`src/inc/synth_serial_defines.vh`:
```
// Constants for the synthesizer serial control port
`ifndef SYNTH_SERIAL_DEFINES_VH
`define SYNTH_SERIAL_DEFINES_VH
`define FRAME_BITS 5'h18
`define FRAME_LAST 5'h17
`define FRAME_READ_BIT 23
`define ADDR_HI 22
`define ADDR_LO 16
`define DATA_HI 15
`define READ_START_CNT 5'h08
`define REG_MAIN_CONTROL 7'h00
`define REG_CAL_CLK_DIV 7'h01
`define REG_FIXED_TWO 7'h02
`define REG_ACAL_CMP_DLY 7'h04
`define REG_FIXED_SEVEN 7'h07
`define REG_OSC_OVERRIDE 7'h08
`define REG_REF_PATH 7'h09
`define REG_REF_MULT 7'h0a
`define REG_REF_DIV 7'h0b
`define REG_REF_PREDIV 7'h0c
`define REG_PUMP_ENABLE 7'h0d
`define REG_PUMP_CURRENT 7'h0e
`define REG_OSC_BIAS 7'h13
`define REG_ACAL_START 7'h14
`define REG_PHASE_SEED 7'h28
`define MC_SLEEP_BIT 0
`define MC_RESET_BIT 1
`define MC_SELECTOR_BIT 2
`define MC_CAL_BIT 3
`define MC_LOCK_EN_BIT 13
`define RST_MAIN_CONTROL 16'h0200
`define RST_ZERO 16'h0000
`define SEL_READBACK 1'b0
`define SEL_LOCK 1'b1
`endif

```
`src/verilog/pin_sync.v`:
```
// Two-flip-flop synchroniser for a group of pin inputs
`timescale 1ns/100ps
module pin_sync #(
   parameter WIDTH = 4
) (
   input wire sys_clk,
   input wire arst_n,
   input wire [WIDTH-1:0] pinIn,
   output reg [WIDTH-1:0] pinOut
);
   reg [WIDTH-1:0] stageOne;
   // First stage feeds only the second stage
   always @(posedge sys_clk or negedge arst_n) begin
      if (!arst_n) begin
         stageOne <= {WIDTH{1'b0}};
         pinOut <= {WIDTH{1'b0}};
      end else begin
         stageOne <= pinIn;
         pinOut <= stageOne;
      end
   end
endmodule

```
`src/verilog/synth_serial_control_port.v`:
```
// Serial control port, register file and mode logic of an RF synthesizer
`timescale 1ns/100ps
`include "synth_serial_defines.vh"
////////////////////////////////////////////////////////////////////////////////
// Operation
// - Each phase seed write in fractional mode pulses a phase shift request.
// - Power down when chip enable low or sleep bit set; wake when released.
// - Lock enabled and selector one: output pin follows lock state.
// - Selector zero: output pin carries serial readback data.
// - Read frame has flag one and address; data field is ignored.
// - Readback data starts at the ninth serial clock of a read frame.
// - Frame is 24 bits: flag, 7-bit address, 16-bit data.
// - Bit 23 set means read, clear means write.
// - Data sampled on rising serial clock while select low, MSB first.
// - Select rising edge copies data field into the addressed register.
// - Main control write with calibration bit one starts calibration.
module synth_serial_control_port #(
   parameter NUM_REGS = 15
) (
   input wire sys_clk,
   input wire arst_n,
   input wire serialClk,
   input wire serialData,
   input wire frame_select_n,
   input wire chipEnable,
   input wire pllLocked,
   input wire fractionalMode,
   output reg multiplexed_output_pin,
   output reg muxPinEnable,
   output reg sleep_request_bit,
   output reg softResetPulse,
   output reg calStartPulse,
   output reg phaseShiftPulse,
   output reg [15:0] phase_seed,
   output reg [15:0] controlWord
);
   wire [3:0] syncPins;
   wire sclkS;
   wire sdataS;
   wire selS;
   wire ceS;
   reg sclkPrev;
   reg selPrev;
   reg [23:0] shiftReg;
   reg [4:0] bitCount;
   reg readFrame;
   reg [15:0] readShift;
   reg readActive;
   reg [15:0] regFile [0:NUM_REGS-1];
   reg [15:0] readValue;
   reg [3:0] readIndex;
   reg [3:0] writeIndex;
   reg writeHit;
   wire sclkRise;
   wire sclkFall;
   wire selRise;
   wire selFall;
   wire [6:0] frameAddr;
   wire [15:0] frameData;
   wire frameIsRead;
   reg [15:0] next_readValue;
   integer k;

   ////////////////////////////////////////////////////////////////////////////
   // Pin synchronisers: serial clock, data, select and chip enable cross two flip-flops first
   pin_sync #(.WIDTH(4)) uSync (
      .sys_clk(sys_clk),
      .arst_n(arst_n),
      .pinIn({chipEnable, frame_select_n, serialData, serialClk}),
      .pinOut(syncPins)
   );
   assign sclkS = syncPins[0];
   assign sdataS = syncPins[1];
   assign selS = syncPins[2];
   assign ceS = syncPins[3];

   // Edge detection on synchronised serial clock and select
   always @(posedge sys_clk or negedge arst_n) begin
      if (!arst_n) begin
         sclkPrev <= 1'b0;
         selPrev <= 1'b0; // Matches the synchroniser's reset level, so no false fall follows reset
      end else begin
         sclkPrev <= sclkS;
         selPrev <= selS;
      end
   end
   assign sclkRise = sclkS & ~sclkPrev;
   assign sclkFall = ~sclkS & sclkPrev;
   assign selRise = selS & ~selPrev;
   assign selFall = ~selS & selPrev;

   // Frame fields, after 24 bits have been shifted in
   assign frameIsRead = shiftReg[`FRAME_READ_BIT];
   assign frameAddr = shiftReg[`ADDR_HI:`ADDR_LO];
   assign frameData = shiftReg[`DATA_HI:0];

   ////////////////////////////////////////////////////////////////////////////
   // Map address to storage slot; unmapped addresses hit nothing
   function [4:0] addrSlot;
      input [6:0] a;
      begin
         case (a)
            `REG_MAIN_CONTROL: addrSlot = 5'h10;
            `REG_CAL_CLK_DIV: addrSlot = 5'h11;
            `REG_FIXED_TWO: addrSlot = 5'h12;
            `REG_ACAL_CMP_DLY: addrSlot = 5'h13;
            `REG_FIXED_SEVEN: addrSlot = 5'h14;
            `REG_OSC_OVERRIDE: addrSlot = 5'h15;
            `REG_REF_PATH: addrSlot = 5'h16;
            `REG_REF_MULT: addrSlot = 5'h17;
            `REG_REF_DIV: addrSlot = 5'h18;
            `REG_REF_PREDIV: addrSlot = 5'h19;
            `REG_PUMP_ENABLE: addrSlot = 5'h1a;
            `REG_PUMP_CURRENT: addrSlot = 5'h1b;
            `REG_OSC_BIAS: addrSlot = 5'h1c;
            `REG_ACAL_START: addrSlot = 5'h1d;
            `REG_PHASE_SEED: addrSlot = 5'h1e;
            default: addrSlot = 5'h00;
         endcase
      end
   endfunction

   // Slot lookups for the read address and the committed write address
   wire [4:0] readSlot;
   wire [4:0] writeSlot;
   assign readSlot = addrSlot(shiftReg[6:0]);
   assign writeSlot = addrSlot(frameAddr);

   // Read value for the address held in the shifter's low seven bits
   always @* begin
      next_readValue = `RST_ZERO;
      readIndex = readSlot[3:0];
      writeIndex = writeSlot[3:0];
      writeHit = writeSlot[4];
      if (readSlot[4]) begin
         next_readValue = regFile[readIndex];
      end
   end

   ////////////////////////////////////////////////////////////////////////////
   // Serial shifter and bit counter
   always @(posedge sys_clk or negedge arst_n) begin
      if (!arst_n) begin
         shiftReg <= 24'h00_0000;
         bitCount <= 5'h00;
         readFrame <= 1'b0;
      end else if (selFall) begin
         bitCount <= 5'h00;
         readFrame <= 1'b0;
      end else if (!selS && sclkRise && bitCount != `FRAME_BITS) begin
         shiftReg <= {shiftReg[22:0], sdataS};
         bitCount <= bitCount + 5'h01;
         if (bitCount == 5'h00) begin
            readFrame <= sdataS;
         end
      end
   end

   // Readback: load after eight clocks, shift on falling edges
   always @(posedge sys_clk or negedge arst_n) begin
      if (!arst_n) begin
         readShift <= `RST_ZERO;
         readActive <= 1'b0;
      end else if (selS) begin
         readActive <= 1'b0;
      end else if (sclkFall && readFrame && bitCount == `READ_START_CNT) begin
         readShift <= next_readValue;
         readActive <= 1'b1;
      end else if (sclkFall && readActive) begin
         readShift <= {readShift[14:0], 1'b0};
      end
   end

   ////////////////////////////////////////////////////////////////////////////
   // Register file: write on select rising edge of a full write frame
   always @(posedge sys_clk or negedge arst_n) begin
      if (!arst_n) begin
         for (k = 0; k < NUM_REGS; k = k + 1) begin
            regFile[k] <= `RST_ZERO;
         end
         regFile[0] <= `RST_MAIN_CONTROL;
      end else if (selRise && bitCount == `FRAME_BITS && !frameIsRead && writeHit) begin
         regFile[writeIndex] <= frameData;
      end
   end

   // Event pulses from writes; read frames raise no pulse and leave the register file alone
   always @(posedge sys_clk or negedge arst_n) begin
      if (!arst_n) begin
         softResetPulse <= 1'b0;
         calStartPulse <= 1'b0;
         phaseShiftPulse <= 1'b0;
      end else begin
         softResetPulse <= 1'b0;
         calStartPulse <= 1'b0;
         phaseShiftPulse <= 1'b0;
         if (selRise && bitCount == `FRAME_BITS && !frameIsRead) begin
            if (frameAddr == `REG_MAIN_CONTROL) begin
               softResetPulse <= frameData[`MC_RESET_BIT];
               calStartPulse <= frameData[`MC_CAL_BIT];
            end
            if (frameAddr == `REG_PHASE_SEED) begin
               phaseShiftPulse <= fractionalMode;
            end
         end
      end
   end

   ////////////////////////////////////////////////////////////////////////////
   // Outputs, all registered
   always @(posedge sys_clk or negedge arst_n) begin
      if (!arst_n) begin
         multiplexed_output_pin <= 1'b0;
         muxPinEnable <= 1'b0;
         sleep_request_bit <= 1'b1;
         phase_seed <= `RST_ZERO;
         controlWord <= `RST_MAIN_CONTROL;
      end else begin
         sleep_request_bit <= ~ceS | regFile[0][`MC_SLEEP_BIT];
         phase_seed <= regFile[14];
         controlWord <= regFile[0];
         if (regFile[0][`MC_SELECTOR_BIT] == `SEL_READBACK) begin
            multiplexed_output_pin <= readActive & readShift[15];
            muxPinEnable <= readActive;
         end else begin
            multiplexed_output_pin <= regFile[0][`MC_LOCK_EN_BIT] & pllLocked;
            muxPinEnable <= regFile[0][`MC_LOCK_EN_BIT];
         end
      end
   end
endmodule

```
`config.mk`:
```
export PLATFORM = sky130hd
export DESIGN_NAME = synth_serial_control_port
export DESIGN_NICKNAME = d
export VERILOG_FILES = /design/src/verilog/pin_sync.v /design/src/verilog/synth_serial_control_port.v
export VERILOG_INCLUDE_DIRS = /design/src /design/src/inc
export SDC_FILE = /design/constraint.sdc
export NUM_CORES = 1
export LEC_CHECK = 0
export ABC_AREA = 1
export BUFFER_PORTS_ARGS = -buffer_cell sky130_fd_sc_hd__buf_4
export CORE_MARGIN = 8
export CORE_UTILIZATION = 53
export DETAILED_ROUTE_END_ITERATION = 7
export PLACE_DENSITY = 0.71
export SYNTH_ARGS = -nofsm -noshare
export SYNTH_HDL_FRONTEND = slang
export SYNTH_SLANG_ARGS = --single-unit
```
`constraint.sdc`:
```
create_clock -name sys_clk -period 3.5 [get_ports sys_clk]
set_clock_uncertainty 0.1 [all_clocks]
set_input_delay 0.35 -clock sys_clk [delete_from_list [all_inputs] [get_ports sys_clk]]
set_output_delay 0.35 -clock sys_clk [all_outputs]
set_load 0.1 [all_outputs]
```
==> results.py <==
metrics = {
    "synth": {
        "synthesis.area_per_instance_um2": 8.27,
        "mappedNetlistNets": 1901,
        "yosysUniqueCellTypes": 39,
        "gate_count_of_the_mapped_netlist": 1881,
        "yosysSeqAreaShare_pct": 53.9,
        "synth.ff_latch_count": 335,
        "yosys_warnings": 0,
        "syn_area_um2": 15500,
    },
    "placed_design": {
        "pre_cts_slack_ns": 0.0353,
        "hpwl_detailed_um": 27800,
        "placement.io_buffers": 45,
        "gp_congestion": 0.907,
    },
    "global_routing": {
        "grt_remaining_overflow": 0,
        "antenna_found_initial": 1,
        "grt_max_degree": 94,
        "grt.total_usage_pct": 25.6,
        "first_pass_grt_wire_length_um": 72700,
        "via_count_of_the_first_global_routing_pass": 13100,
    },
    "route": {
        "drt_iter0_drc": 1525,
        "length_of_the_first_detailed_routing_pass_in_iterations": 5,
        "detail_route_antenna_nets": 0,
        "remaining_drcs": 0,
        "vias": 13400,
        "route.final.wire_length_um": 45000,
        "routedWlPerCell_um": 19.6,
        "drt-vias-per-instance": 5.85,
    },
    "floorplan": {
        "die_height_um": 187,
        "fp.dieW_um": 187,
        "placement_rows": 62,
        "design.die.area_um2": 35100,
        "initial_utilization_pct": 54.0,
        "core_area_um2": 28800,
        "floorplan.io_pins": 46,
    },
    "timing": {
        "worstMarginPinSlew_ns": 0.768,
        "post_route_fraction_of_the_period_consumed_by_the_critical_path_pct": 95.0,
        "layout_min_cycle_time_ns": 3.32,
        "hold_violations": 0,
        "grt_setup_unrepaired": "false",
        "timing.slew.headroom_pct": 48.8,
        "finalSetupTns_ns": 0,
        "timing_max_transition_violations_final": 0,
        "post-route-worst-setup-slack_ns": 0.175,
        "final-setup-viol-count": 0,
        "timing.fmax_mhz": 301,
    },
    "cells_and_area": {
        "num-fill-cells": 2487,
        "sequential_cell_area_um2": 8390,
        "final_layout_size_suffix_gt1_share_pct": 10.2,
        "most_common_library_cell_in_the_layout_ignoring_fill_and_taps": "sky130_fd_sc_hd__nand2_1",
        "layout_overhead_on_the_synthesized_area_pct": 11.8,
        "mostFrequentLayoutCells": "605 x sky130_fd_sc_hd__nand2_1, 332 x sky130_fd_sc_hd__dfrtp_1, 251 x sky130_fd_sc_hd__nand3_1",
        "nNetsFinal": 1902,
        "multiInputGateArea_um2": 6110,
    },
    "clock_tree": {
        "insertion_delay_ns": 0.52,
        "clk_path_buf_depth": 3,
        "cts_tree": "done",
        "cts_inserted_buffers": 36,
        "clockRootBuffer": "sky130_fd_sc_hd__clkbuf_16",
        "cts.clk_slew.worst_paths_ns": 0.06,
        "cts_sinks": 335,
        "h-tree-depth": 2,
    },
    "critical_path": {
        "critical_path_fanout_max": 17,
        "worst_ep_required_time_ns": 3.82,
        "timing.setup.critical_path_class": "reg -> reg",
        "setup.worst_path.end_class": "flip-flop",
        "crit_path_start_kind": "flip-flop",
        "cp.arrival_ns": 3.65,
    },
    "pwr": {
        "p_int_w": 0.00713,
        "power.net_switching_w": 0.00419,
        "worst_vdd_drop_uv": 715,
        "p_seq_share_pct": 35.1,
        "leakagePower_nw": 8.19,
        "power_frac_clock_pct": 33.0,
        "power.combinational.fraction_pct": 31.9,
        "fin_total_pwr_w": 0.0113,
        "pwr_density_cell_nw_per_um2": 651,
        "switch_share_pct": 37.0,
    },
    "worst_hold_path": {
        "min_path_type": "reg -> reg",
    },
    "job": {
        "drv.max_cap_violation_count": 0,
    },
    "run_status": {
        "run_status": "finished clean",
    },
}
[cell usage after synthesis, drive strengths merged]
master | count | share of area, %
o31ai | 1 | 0.14
inv | 104 | 2.5
nor4 | 1 | 0.040
a31oi | 1 | 0.040
o22ai | 1 | 0.040
nand2 | 619 | 15
a21oi | 40 | 1.5
o21ai | 285 | 9.3
o211ai | 1 | 0.048
clkbuf | 37 | 0.89
clkinv | 1 | 0.032
nand4 | 16 | 0.64
nand3b | 20 | 0.97
nand3 | 253 | 8.2
buf | 95 | 3.4
nor3b | 1 | 0.048
ha | 12 | 0.97
dfrtp | 332 | 53
nor2 | 48 | 1.5
dfstp | 3 | 0.51
nor3 | 9 | 0.36
a21boi | 1 | 0.048
[through the flow]
stage | util [%] | area [um2] | instances | hold slack (ns)
finish | 60.4 | 17400 | 2291 | 0.248
global route | 60.4 | 17400 | 2291 | 0.252
CTS | 60.4 | 17400 | 2290 | 0.248
detailed placement | 56.1 | 16100 | 2221 | 0.235
global placement | 56.1 | 16100 | 2221 | 0.234
floorplan | - | 15500 | 1881 | -0.0456
[path summary, 6_finish.rpt]
check	from	end	slack (ns)	depth (start not counted)
min in group asynchronous	arst_n	regFile[72]	0.37	2
hold / removal	uSync.stageOne[2]	uSync.pinOut[2]	0.25	0
max in group asynchronous	arst_n	regFile[223]	1.98	3
setup reg to reg	bitCount[0]	readShift[11]	0.18	12
setup / recovery	bitCount[0]	readShift[11]	0.18	12
hold reg to reg	uSync.stageOne[2]	uSync.pinOut[2]	0.25	0
[state kept, by name, indices dropped and copies added (netlist names), 4 cells and up]
signal / count
controlWord: 16
uSync.pinOut: 4
regFile: 240
uSync.stageOne: 4
shiftReg: 24
bitCount: 5
phase_seed: 16
readShift: 16
[routing by layer]
layer / track usage, % / vias to the layer above / wire length (um)
li1: - / 6147 / -
met1: 33.4 / 6474 / 18100
met2: 41.7 / 647 / 21400
met3: 4.36 / 144 / 3600
met4: 10.9 / 0 / 1900
met5: 0 / - / 0
[power by group through the flow]
stage | Combinational (W) | Sequential (W) | Clock [W]
after global routing | 0.00390 | 0.00398 | 0.00392
after floorplan | 0.00236 | 0.00400 | 0
after CTS | 0.00354 | 0.00397 | 0.00377
final | 0.00362 | 0.00397 | 0.00373
after global placement | 0.00352 | 0.00404 | 0
after detailed placement | 0.00352 | 0.00404 | 0
[layout make-up]
type | instances | share of cell area (%)
clock buffers | 55 | 6.29
multi-input cells | 1309 | 35.2
diodes | 1 | 0.0144
inverters | 105 | 2.31
flip-flops and latches | 335 | 48.3
clock inverters | 7 | 0.367
well taps | 384 | 2.76
repair buffers | 95 | 4.82
[logic make-up after synthesis]
| family | share of synthesized area [%] |
|---|---|
| adder cells (fa/ha/maj) | 0.966 |
| AO/OA/AOI/OAI | 11.1 |
| AND/OR/NAND/NOR | 27.1 |
| buffers and inverters | 6.90 |
| flip-flops | 53.9 |
[repair_timing]
action | in CTS | in global routing
buffers inserted | 0 | 0
gates resized for setup | 0 | 2
hold buffers | 7 | 0
endpoints found under the hold margin | 93 | 0
endpoints found under the setup margin | 0 | 16
[critical path, stage by stage, from the launching register on]
cell and delay (ns):
sky130_fd_sc_hd__dfrtp_1 0.41, sky130_fd_sc_hd__inv_1 0.08, sky130_fd_sc_hd__ha_1 0.18, sky130_fd_sc_hd__nand2_1 0.06, sky130_fd_sc_hd__nor2_1 0.12, sky130_fd_sc_hd__nand2_1 0.07, sky130_fd_sc_hd__nor3_1 0.52, sky130_fd_sc_hd__inv_2 0.33
sky130_fd_sc_hd__o21ai_0 0.16, sky130_fd_sc_hd__nand2_1 0.45, sky130_fd_sc_hd__clkinvlp_4 0.50, sky130_fd_sc_hd__nor2_1 0.09, sky130_fd_sc_hd__a21oi_1 0.14
(Power assumes the default switching activity.)
